$ cat src/core/mcd_pkg.sv
package mcd_pkg;
	// register byte addresses, one aligned word each
	localparam logic [7:0]  MCD_ADDR_SIZE     = 8'h00;
	localparam logic [7:0]  MCD_ADDR_PLIMIT   = 8'h04;
	localparam logic [7:0]  MCD_ADDR_URGENT   = 8'h08;
	localparam logic [7:0]  MCD_ADDR_FEAT_OFF = 8'h10;
	localparam logic [7:0]  MCD_ADDR_FEAT_ACK = 8'h14;
	localparam logic [7:0]  MCD_ADDR_MODE     = 8'h18;
	localparam logic [7:0]  MCD_ADDR_STATUS   = 8'h1C;
	localparam logic [7:0]  MCD_ADDR_HPORT    = 8'h20;
	localparam logic [7:0]  MCD_ADDR_HCMD     = 8'h24;
	localparam logic [7:0]  MCD_ADDR_NEWSIZE  = 8'h28;
	localparam logic [7:0]  MCD_ADDR_NAME     = 8'h2C;
	localparam logic [7:0]  MCD_ADDR_EXIST    = 8'h30;
	localparam logic [7:0]  MCD_ADDR_PREADY   = 8'h34;
	localparam logic [7:0]  MCD_ADDR_GOPEN    = 8'h38;
	// feature bit positions and the offered set
	localparam int          MCD_F_SIZE        = 0;
	localparam int          MCD_F_MULTI       = 1;
	localparam int          MCD_F_EMERG       = 2;
	localparam logic [2:0]  MCD_FEAT_OFFERED  = 3'h7;
	// control event codes
	localparam logic [15:0] MCD_EV_DRV_READY  = 16'h0000;
	localparam logic [15:0] MCD_EV_PORT_ADD   = 16'h0001;
	localparam logic [15:0] MCD_EV_PORT_DEL   = 16'h0002;
	localparam logic [15:0] MCD_EV_PORT_READY = 16'h0003;
	localparam logic [15:0] MCD_EV_CONSOLE    = 16'h0004;
	localparam logic [15:0] MCD_EV_RESIZE     = 16'h0005;
	localparam logic [15:0] MCD_EV_PORT_OPEN  = 16'h0006;
	localparam logic [15:0] MCD_EV_PORT_NAME  = 16'h0007;
	localparam logic [15:0] MCD_VAL_ONE       = 16'h0001;
	// queue indices
	localparam logic [7:0]  MCD_Q_P0_RX       = 8'h00;
	localparam logic [7:0]  MCD_Q_P0_TX       = 8'h01;
	localparam logic [7:0]  MCD_Q_CTRL_RX     = 8'h02;
	localparam logic [7:0]  MCD_Q_CTRL_TX     = 8'h03;
	localparam logic [7:0]  MCD_Q_P1_RX       = 8'h04;
	// mode, status and command field positions
	localparam int          MCD_MODE_LEGACY   = 0;
	localparam int          MCD_MODE_GBE      = 1;
	localparam int          MCD_ST_DRV_READY  = 0;
	localparam int          MCD_ST_BUSY       = 1;
	localparam int          MCD_ST_REFUSED    = 2;
	localparam int          MCD_ST_DRV_FAIL   = 3;
	localparam int          MCD_CMD_EV_LSB    = 0;
	localparam int          MCD_CMD_NLEN_LSB  = 4;
	localparam int          MCD_CMD_VAL_LSB   = 16;
	// reset values
	localparam logic [15:0] MCD_COLS_RST      = 16'h0050;
	localparam logic [15:0] MCD_ROWS_RST      = 16'h0019;
	localparam logic [2:0]  MCD_FEAT_ACK_RST  = 3'h0;
	localparam logic [1:0]  MCD_MODE_RST      = 2'h0;
endpackage

$ cat src/core/mcd_console_core.sv
`timescale 1ns/10ps
// Function
// - queue 0/1 port0 pair, 2/3 control, port n at 2n+2; others need multiport.
// - offer feature bits 0 size, 1 multiport, 2 emergency write.
// - config holds cols16, rows16, port limit 32, emergency word 32, little-endian.
// - legacy mode uses guest native order for config and control fields.
// - emergency write accepted any time, even before setup or feature ack.
// - low byte of each emergency write goes out as one character.
// - size change raises config-change event when size feature negotiated; port0 only.
// - receive data returned on the receive queue owned by its port.
// - control message is id32, event16, value16, little-endian.
// - device messages only on control receive queue, driver ones on control transmit.
// - event codes 0..7 with fixed sender per code, except open (6) from either side.
// - resize message followed by cols16 and rows16; value unused.
// - open/close value 1 open, 0 closed, sent by either side.
// - name message followed by UTF-8 name with no terminating zero.
// - never add an existing port or one at or above the port limit.
// - remove only ports created by an earlier add.
module mcd_console_core #(
	parameter int MAX_PORTS = 4
) (
	input  wire logic        mclk,
	input  wire logic        sys_rst,
	input  wire logic [7:0]  paddr,
	input  wire logic        psel,
	input  wire logic        penable,
	input  wire logic        pwrite,
	input  wire logic [31:0] pwdata,
	input  wire logic [3:0]  pstrb,
	output logic      [31:0] prdata,
	output logic             pready,
	output logic             pslverr,
	output logic             urgent_char_valid,
	output logic      [7:0]  urgent_char_data,
	output logic             cfg_change,
	output logic             cmsg_valid,
	output logic      [7:0]  cmsg_queue,
	output logic      [63:0] cmsg_data,
	output logic      [31:0] cmsg_extra,
	output logic      [2:0]  cmsg_extra_len,
	input  wire logic        cmsg_ready,
	input  wire logic        cin_valid,
	input  wire logic [7:0]  cin_queue,
	input  wire logic [63:0] cin_data,
	output logic             cin_ready,
	input  wire logic        host_rx_valid,
	input  wire logic [7:0]  host_rx_port,
	input  wire logic [7:0]  host_rx_byte,
	output logic             host_rx_ready,
	output logic             drv_rx_valid,
	output logic      [7:0]  drv_rx_queue,
	output logic      [7:0]  drv_rx_byte,
	input  wire logic        drv_rx_ready,
	input  wire logic        drv_tx_valid,
	input  wire logic [7:0]  drv_tx_queue,
	input  wire logic [7:0]  drv_tx_byte,
	output logic             drv_tx_ready,
	output logic             host_tx_valid,
	output logic      [7:0]  host_tx_port,
	output logic      [7:0]  host_tx_byte,
	input  wire logic        host_tx_ready
);
	import mcd_pkg::*;

	localparam int PIX = (MAX_PORTS > 1) ? $clog2(MAX_PORTS) : 1;
	localparam logic [31:0] PORT_LIMIT = 32'(MAX_PORTS);

	logic [15:0]          cols_reg;
	logic [15:0]          rows_reg;
	logic [2:0]           feat_ack_reg;
	logic [1:0]           mode_reg;
	logic [31:0]          hport_reg;
	logic [31:0]          name_reg;
	logic                 drv_ready_reg;
	logic                 refused_reg;
	logic                 drv_fail_reg;
	logic [MAX_PORTS-1:0] exist_reg;
	logic [MAX_PORTS-1:0] pready_map_reg;
	logic [MAX_PORTS-1:0] gopen_reg;
	logic [31:0]          rd_data;
	logic                 rd_err;
	logic                 wr_go;
	logic                 swap;
	logic                 multi;

	// byte reversal within one field, for the guest-native legacy order
	function automatic logic [15:0] sw16(input logic [15:0] v, input logic en);
		sw16 = en ? {v[7:0], v[15:8]} : v;
	endfunction
	function automatic logic [31:0] sw32(input logic [31:0] v, input logic en);
		sw32 = en ? {v[7:0], v[15:8], v[23:16], v[31:24]} : v;
	endfunction

	// write strobe only in the completing access cycle
	assign wr_go = psel & penable & pready & pwrite & (pstrb == 4'hF);
	assign swap  = mode_reg[MCD_MODE_LEGACY] & mode_reg[MCD_MODE_GBE];
	assign multi = feat_ack_reg[MCD_F_MULTI];

	// read decode; reserved bits and bitmaps above MAX_PORTS read zero
	always_comb begin
		rd_data = 32'h0000_0000;
		rd_err  = 1'b0;
		unique case (paddr)
			MCD_ADDR_SIZE:     rd_data = {sw16(rows_reg, swap), sw16(cols_reg, swap)};
			MCD_ADDR_PLIMIT:   rd_data = sw32(PORT_LIMIT, swap);
			MCD_ADDR_URGENT:   rd_data = 32'h0000_0000;
			MCD_ADDR_FEAT_OFF: rd_data = {29'h0, MCD_FEAT_OFFERED};
			MCD_ADDR_FEAT_ACK: rd_data = {29'h0, feat_ack_reg};
			MCD_ADDR_MODE:     rd_data = {30'h0, mode_reg};
			MCD_ADDR_STATUS:   rd_data = {28'h0, drv_fail_reg, refused_reg, cmsg_valid,
				drv_ready_reg};
			MCD_ADDR_HPORT:    rd_data = hport_reg;
			MCD_ADDR_HCMD:     rd_data = 32'h0000_0000;
			MCD_ADDR_NEWSIZE:  rd_data = {rows_reg, cols_reg};
			MCD_ADDR_NAME:     rd_data = name_reg;
			MCD_ADDR_EXIST:    rd_data = 32'(exist_reg);
			MCD_ADDR_PREADY:   rd_data = 32'(pready_map_reg);
			MCD_ADDR_GOPEN:    rd_data = 32'(gopen_reg);
			default:           rd_err  = 1'b1;
		endcase
	end

	// no wait state: answer is raised in the first access cycle
	always_ff @(posedge mclk or posedge sys_rst) begin
		if (sys_rst) begin
			pready  <= 1'b0;
			pslverr <= 1'b0;
			prdata  <= 32'h0000_0000;
		end else begin
			pready  <= psel & ~penable;
			pslverr <= psel & ~penable & (rd_err | (pwrite & (pstrb != 4'hF)));
			prdata  <= (psel & ~penable & ~pwrite) ? rd_data : 32'h0000_0000;
		end
	end

	// software configuration registers
	always_ff @(posedge mclk or posedge sys_rst) begin
		if (sys_rst) begin
			feat_ack_reg <= MCD_FEAT_ACK_RST;
			mode_reg     <= MCD_MODE_RST;
			hport_reg    <= 32'h0000_0000;
			name_reg     <= 32'h0000_0000;
		end else if (wr_go) begin
			if (paddr == MCD_ADDR_FEAT_ACK)
				feat_ack_reg <= pwdata[2:0] & MCD_FEAT_OFFERED;
			if (paddr == MCD_ADDR_MODE)
				mode_reg <= pwdata[1:0];
			if (paddr == MCD_ADDR_HPORT)
				hport_reg <= pwdata;
			if (paddr == MCD_ADDR_NAME)
				name_reg <= pwdata;
		end
	end

	// emergency write is never gated by features or setup
	always_ff @(posedge mclk or posedge sys_rst) begin
		if (sys_rst) begin
			urgent_char_valid <= 1'b0;
			urgent_char_data  <= 8'h00;
		end else begin
			urgent_char_valid <= wr_go & (paddr == MCD_ADDR_URGENT);
			if (wr_go && paddr == MCD_ADDR_URGENT)
				urgent_char_data <= swap ? pwdata[31:24] : pwdata[7:0];
		end
	end

	// console size; the event only matters once size is negotiated
	always_ff @(posedge mclk or posedge sys_rst) begin
		if (sys_rst) begin
			cols_reg   <= MCD_COLS_RST;
			rows_reg   <= MCD_ROWS_RST;
			cfg_change <= 1'b0;
		end else begin
			cfg_change <= wr_go & (paddr == MCD_ADDR_NEWSIZE) & feat_ack_reg[MCD_F_SIZE];
			if (wr_go && paddr == MCD_ADDR_NEWSIZE) begin
				cols_reg <= pwdata[15:0];
				rows_reg <= pwdata[31:16];
			end
		end
	end

	// host command decode
	logic [15:0]    cmd_ev;
	logic [15:0]    cmd_val;
	logic [2:0]     cmd_nlen;
	logic           cmd_wr;
	logic           port_ok;
	logic [PIX-1:0] hidx;
	logic           cmd_legal;
	logic           cmd_send;

	assign cmd_ev   = {13'h0, pwdata[MCD_CMD_EV_LSB +: 3]};
	assign cmd_val  = pwdata[MCD_CMD_VAL_LSB +: 16];
	assign cmd_nlen = (pwdata[MCD_CMD_NLEN_LSB +: 3] > 3'h4) ? 3'h4 :
		pwdata[MCD_CMD_NLEN_LSB +: 3];
	assign cmd_wr   = wr_go & (paddr == MCD_ADDR_HCMD);
	assign port_ok  = hport_reg < PORT_LIMIT;
	assign hidx     = hport_reg[PIX-1:0];

	always_comb begin
		cmd_legal = 1'b0;
		unique case (cmd_ev)
			// no duplicate, no id at or above limit
			MCD_EV_PORT_ADD:  cmd_legal = port_ok && !exist_reg[hidx];
			MCD_EV_PORT_DEL:  cmd_legal = port_ok && exist_reg[hidx];
			MCD_EV_CONSOLE,
			MCD_EV_PORT_NAME,
			MCD_EV_PORT_OPEN: cmd_legal = port_ok && exist_reg[hidx] && pready_map_reg[hidx];
			MCD_EV_RESIZE:    cmd_legal = 1'b1;
			default:          cmd_legal = 1'b0;
		endcase
	end

	// nothing is sent before the driver announced itself
	assign cmd_send = cmd_wr & cmd_legal & multi & drv_ready_reg & ~cmsg_valid;

	// outgoing control message, single beat with optional trailer
	always_ff @(posedge mclk or posedge sys_rst) begin
		if (sys_rst) begin
			cmsg_valid     <= 1'b0;
			cmsg_queue     <= MCD_Q_CTRL_RX;
			cmsg_data      <= 64'h0;
			cmsg_extra     <= 32'h0;
			cmsg_extra_len <= 3'h0;
		end else if (cmd_send) begin
			cmsg_valid <= 1'b1;
			// device messages on control receive queue
			cmsg_queue <= MCD_Q_CTRL_RX;
			// id, event, value in byte order
			cmsg_data  <= {sw16((cmd_ev == MCD_EV_PORT_OPEN) ? cmd_val : 16'h0000, swap),
				sw16(cmd_ev, swap), sw32(hport_reg, swap)};
			if (cmd_ev == MCD_EV_RESIZE) begin
				cmsg_extra     <= {sw16(rows_reg, swap), sw16(cols_reg, swap)};
				cmsg_extra_len <= 3'h4;
			end else if (cmd_ev == MCD_EV_PORT_NAME) begin
				cmsg_extra     <= name_reg;
				cmsg_extra_len <= cmd_nlen;
			end else begin
				cmsg_extra     <= 32'h0;
				cmsg_extra_len <= 3'h0;
			end
		end else if (cmsg_valid && cmsg_ready) begin
			cmsg_valid <= 1'b0;
		end
	end

	// refused command flag; write-1 clears but a new refusal wins
	always_ff @(posedge mclk or posedge sys_rst) begin
		if (sys_rst)
			refused_reg <= 1'b0;
		else if (cmd_wr && !cmd_send)
			refused_reg <= 1'b1;
		else if (wr_go && paddr == MCD_ADDR_STATUS && pwdata[MCD_ST_REFUSED])
			refused_reg <= 1'b0;
	end

	// incoming driver messages, decoded after byte order fix
	logic [31:0]    in_id;
	logic [15:0]    in_ev;
	logic [15:0]    in_val;
	logic           in_go;
	logic           in_port_ok;
	logic [PIX-1:0] iidx;

	assign in_id      = sw32(cin_data[31:0], swap);
	assign in_ev      = sw16(cin_data[47:32], swap);
	assign in_val     = sw16(cin_data[63:48], swap);
	// driver messages only count on control transmit queue
	assign in_go      = cin_valid & cin_ready & (cin_queue == MCD_Q_CTRL_TX) & multi;
	assign in_port_ok = (in_id < PORT_LIMIT) && exist_reg[iidx];
	assign iidx       = in_id[PIX-1:0];

	// always ready: messages are consumed in one cycle
	always_ff @(posedge mclk or posedge sys_rst) begin
		if (sys_rst)
			cin_ready <= 1'b0;
		else
			cin_ready <= 1'b1;
	end

	// driver-ready tracking; value 1 success, id ignored
	always_ff @(posedge mclk or posedge sys_rst) begin
		if (sys_rst) begin
			drv_ready_reg <= 1'b0;
			drv_fail_reg  <= 1'b0;
		end else begin
			if (in_go && in_ev == MCD_EV_DRV_READY)
				drv_ready_reg <= (in_val == MCD_VAL_ONE);
			if (in_go && in_ev == MCD_EV_DRV_READY && in_val != MCD_VAL_ONE)
				drv_fail_reg <= 1'b1;
			else if (wr_go && paddr == MCD_ADDR_STATUS && pwdata[MCD_ST_DRV_FAIL])
				drv_fail_reg <= 1'b0;
		end
	end

	// port maps: created, driver-ready, driver-open
	always_ff @(posedge mclk or posedge sys_rst) begin
		if (sys_rst) begin
			exist_reg      <= '0;
			pready_map_reg <= '0;
			gopen_reg      <= '0;
		end else begin
			if (cmd_send && cmd_ev == MCD_EV_PORT_ADD)
				exist_reg[hidx] <= 1'b1;
			// remove clears all of the port's state
			if (cmd_send && cmd_ev == MCD_EV_PORT_DEL) begin
				exist_reg[hidx]      <= 1'b0;
				pready_map_reg[hidx] <= 1'b0;
				gopen_reg[hidx]      <= 1'b0;
			end else begin
				if (in_go && in_ev == MCD_EV_PORT_READY && in_port_ok)
					pready_map_reg[iidx] <= (in_val == MCD_VAL_ONE);
				if (in_go && in_ev == MCD_EV_PORT_OPEN && in_port_ok)
					gopen_reg[iidx] <= (in_val == MCD_VAL_ONE);
			end
		end
	end

	// port usable for data: port0 always, others once added under multiport
	function automatic logic usable(input logic [7:0] p, input logic m,
			input logic [MAX_PORTS-1:0] ex);
		usable = (p == 8'h00) || (m && (32'(p) < PORT_LIMIT) && ex[p[PIX-1:0]]);
	endfunction

	// receive path, one stage; unknown ports are drained and dropped
	logic rx_load;
	logic rx_valid_next;
	assign rx_load       = host_rx_valid & host_rx_ready;
	assign rx_valid_next = (rx_load & usable(host_rx_port, multi, exist_reg)) |
		(drv_rx_valid & ~drv_rx_ready);

	always_ff @(posedge mclk or posedge sys_rst) begin
		if (sys_rst) begin
			drv_rx_valid  <= 1'b0;
			drv_rx_queue  <= MCD_Q_P0_RX;
			drv_rx_byte   <= 8'h00;
			host_rx_ready <= 1'b0;
		end else begin
			drv_rx_valid  <= rx_valid_next;
			host_rx_ready <= ~rx_valid_next;
			if (rx_load) begin
				drv_rx_queue <= (host_rx_port == 8'h00) ? MCD_Q_P0_RX :
					8'(MCD_Q_P1_RX + {host_rx_port[6:0], 1'b0} - 8'h02);
				drv_rx_byte  <= host_rx_byte;
			end
		end
	end

	// transmit path: queue index back to port; even or control queues dropped
	logic       tx_load;
	logic       tx_qok;
	logic [7:0] tx_port;
	logic       tx_valid_next;
	assign tx_port = (drv_tx_queue == MCD_Q_P0_TX) ? 8'h00 :
		8'({1'b0, drv_tx_queue[7:1]} - 8'h01);
	assign tx_qok  = drv_tx_queue[0] && (drv_tx_queue != MCD_Q_CTRL_TX) &&
		usable(tx_port, multi, exist_reg);
	assign tx_load = drv_tx_valid & drv_tx_ready;
	assign tx_valid_next = (tx_load & tx_qok) | (host_tx_valid & ~host_tx_ready);

	always_ff @(posedge mclk or posedge sys_rst) begin
		if (sys_rst) begin
			host_tx_valid <= 1'b0;
			host_tx_port  <= 8'h00;
			host_tx_byte  <= 8'h00;
			drv_tx_ready  <= 1'b0;
		end else begin
			host_tx_valid <= tx_valid_next;
			drv_tx_ready  <= ~tx_valid_next;
			if (tx_load) begin
				host_tx_port <= tx_port;
				host_tx_byte <= drv_tx_byte;
			end
		end
	end

endmodule

$ cat config.mk
export PLATFORM = sky130hd
export DESIGN_NAME = mcd_console_core
export DESIGN_NICKNAME = d
export VERILOG_FILES = /design/src/core/mcd_pkg.sv /design/src/core/mcd_console_core.sv
export SDC_FILE = /design/constraint.sdc
export NUM_CORES = 1
export LEC_CHECK = 0
export BUFFER_PORTS_ARGS = -buffer_cell sky130_fd_sc_hd__buf_4
export CORE_AREA = 2 2 188 144
export DETAILED_ROUTE_END_ITERATION = 8
export DIE_AREA = 0 0 190 146
export PLACE_DENSITY_LB_ADDON = 0.08
export SLEW_MARGIN = 25
export SYNTH_ARGS = -nofsm -noshare
export SYNTH_HDL_FRONTEND = slang
export SYNTH_SLANG_ARGS = --single-unit
$ cat constraint.sdc
create_clock -name mclk -period 11 [get_ports mclk]
set_clock_uncertainty 0.15 [all_clocks]
set_input_delay 0.55 -clock mclk [delete_from_list [all_inputs] [get_ports mclk]]
set_output_delay 0.55 -clock mclk [all_outputs]
set_load 0.005 [all_outputs]
==> results.md <==
- Outcome: complete, no violations
- Slowest CP cell: or4_1
- Max incr delay on CP: approximately 0.9 ns
- Effective utilization at floorplan: 0.534
- Worst EP arrival: 3.80 ns
- CTS clock-pin slew for the worst setup and hold paths: around 0.070 ns
- RSZ-0062 raised after global routing: false
- Worst min path class: in -> reg
- Pre-Repair DR Iteration Count: 5
- Crit path cell chain: nor4_1 -> nand4_1 -> o21ai_1 -> nand3b_4 -> or4_1 -> o21ai_0
- DIE HEIGHT: ~150 um
- Min Tclk post-route: 3.49 ns
- Synth warn: 0
- Most frequent cell after synthesis: dfrtp_1
- Kind of critical path: reg -> reg
- Biggest register: cmsg_data
- Total core area: 25700 sq um
- IO Pins: around 350
- PwrDens: around 130 nW/um^2
- Crit path from: hport_reg[21]$_DFFE_PP0P_
- Max Slew Vio Count: 0
- Tcrit/Tclk final: 0.317
- Vias: ~12000
- Worst-Skew Late Latency: 0.54 ns
- Via-to-Cell Ratio: around 5.9
- First-pass GRT wire length: between 60 and 70 mm
- Maximum clock rate: ~0.29 GHz
- #FFs+latches synth: 286
- # port buffers: roughly 330
- Post-DP HPWL: around 30 mm
- Worst-margin pin slew: roughly 0.99 ns
- EDFF count, synth: 0
- Register area share after synthesis: 0.521
- WHS Path Cells: 2
- Largest cells by area after synthesis: dfrtp_1, mux2_2, mux2i_1
- Top cells by count, synth: dfrtp_1, nand2_1, mux2_2
- FFs w/ async S/R, synth: 1.00
- H-tree level count: 1
- Row count: 51
- Vias in the first global route: 11561
- Worst r2r path cells: 6
- Die width: between 150 and 200 um
- Routed Wire Length: 43.3 mm
- Final Hold Fails: 0
- Leakage: ~8.3 nW
- Distinct cells, synth: 68
- Placer Congestion: a little over 0.9
- Share of the synthesized area in the top cell type: 0.512
- Max reg flops: between 50 and 60
- Max IR drop VDD: between 0.1 and 0.15 mV
- Layout cells sized above 1: 0.337
- Post-synth top area cell: dfrtp_1
- WL/cell: 22.0 um
- Post-CTS Hold Fix Bufs: 0
- Reg2reg start: hport_reg[21]$_DFFE_PP0P_
- TritonCTS buffer count: 29
- DRC: 0
- Layout Nets: about 1800
- Final Setup Violations: 0
- Critical Path End Type: register
- Synth Instances: 1320
- TNS Setup: 0 ns
- Largest net degree at the start of global routing: between 100 and 150
- Post-synthesis area per instance: between 10 and 15 sq um
- Syn-to-layout area delta: 26.3%
- Slew margin rel.: 0.328
- Smallest hold slack: between 0.05 and 0.06 ns
- Initial antenna violation count: 0
- Max-cap viol count: 0
- Initial DRC Count: roughly 1100
- CTS tree: built
- Req. time, crit path: 11.31 ns
- Overflow after GRT: 0
- Min-delay src: cmsg_ready
- Clock Path Buffers: 3
- Synth Flop Type: dfrtp_1
- Antenna Nets Post-Route: 0
- Synthesized cell area: approximately 14000 sq um
- Startpoint Class: register
- Post-CTS sizing: 0
- CP Max Fanout: 39
- Clk sink count: roughly 290
- Root buf cell: clkbuf_16
- Tot GR Track Use: 0.311
- Filler cells: 2030
- ANT cells: 0
- Die area: roughly 28000 sq um
- Total setup buffers inserted after CTS: 0
[metrics by stage]
stage                     total power, mW   util  instances  worst slack (ns)  area, sq um
after floorplan                      1.16      -       1338              2.42        13800
after global placement               1.25  0.635       1917              7.19        16300
after detailed placement             1.25  0.635       1917              7.11        16300
after CTS                            2.24  0.673       1968              7.48        17300
after global routing                 2.31  0.674       1969              7.25        17300
final                                2.24  0.674       1969              7.51        17300
[critical path, delay by kind of cell, from the launching register on]
kind / cells / cell delay, ns
AOI/OAI and AO/OA: 2 / 0.75
DFF: 1 / 0.52
and+or+nand+nor: 4 / 1.96
[cell type report]
type                            instances  area (sq um)  area share
Sequential cell                       286          7160       0.413
Multi-Input combinational cell        914          6060       0.349
Timing Repair Buffer                  346          2610       0.150
Clock buffer                           41           841      0.0485
Tap cell                              344           430      0.0248
Clock inverter                         10           125     0.00722
Inverter                               28           118     0.00678
[kinds of logic after synthesis]
logic type	count (synthesis)	synth area share
simple gates	383	0.132
compound gates	302	0.135
other cells	2	0.000547
mux	198	0.158
buf+inv	138	0.0457
flops	286	0.521
xor+xnor	8	0.00510
fa+ha+maj	3	0.00273
[layer usage]
layer  global-route usage  wire length [um]  vias up
met3               0.0907              4500       87
li1                     -                 -     5291
met1                0.459             19100     5734
met2                0.454             18600      556
met4               0.0686              1050        0
met5                    0                 0        -
[final timing paths]
path	endpoint	slack (ns)
max in group asynchronous	gopen_reg[1]$_DFFE_PP0P_	8.74
min in group asynchronous	drv_rx_queue[7]$_DFFE_PP0P_	0.48
worst max-delay path	cmsg_data[60]$_DFFE_PP0N_	7.51
worst min-delay path	cmsg_valid$_DFFE_PP0P_	0.05
worst min register to register	cmsg_data[12]$_DFFE_PP0N_	0.33
worst max register to register	cmsg_data[60]$_DFFE_PP0N_	7.51
[report_power, final]
part | switching [mW] | internal, mW | total, mW
combinational | 0.0850 | 0.0727 | 0.158
clock | 0.410 | 0.598 | 1.01
sequential | 0.00706 | 1.07 | 1.07
total | 0.502 | 1.74 | 2.24
[placed cells by master, fill, tap and decap left out, types with 15 or more instances in the layout]
| master | count |
|---|---|
| a21oi_1 | 94 |
| a221oi_1 | 30 |
| a31oi_1 | 15 |
| and3_1 | 16 |
| buf_4 | 343 |
| clkbuf_16 | 29 |
| conb_1 | 20 |
| dfrtp_1 | 281 |
| inv_1 | 27 |
| mux2_2 | 119 |
| mux2i_1 | 75 |
| nand2_1 | 170 |
| nand3_1 | 15 |
| nor2_1 | 88 |
| nor4_1 | 22 |
| o21ai_0 | 104 |
(Power assumes the default switching activity.)
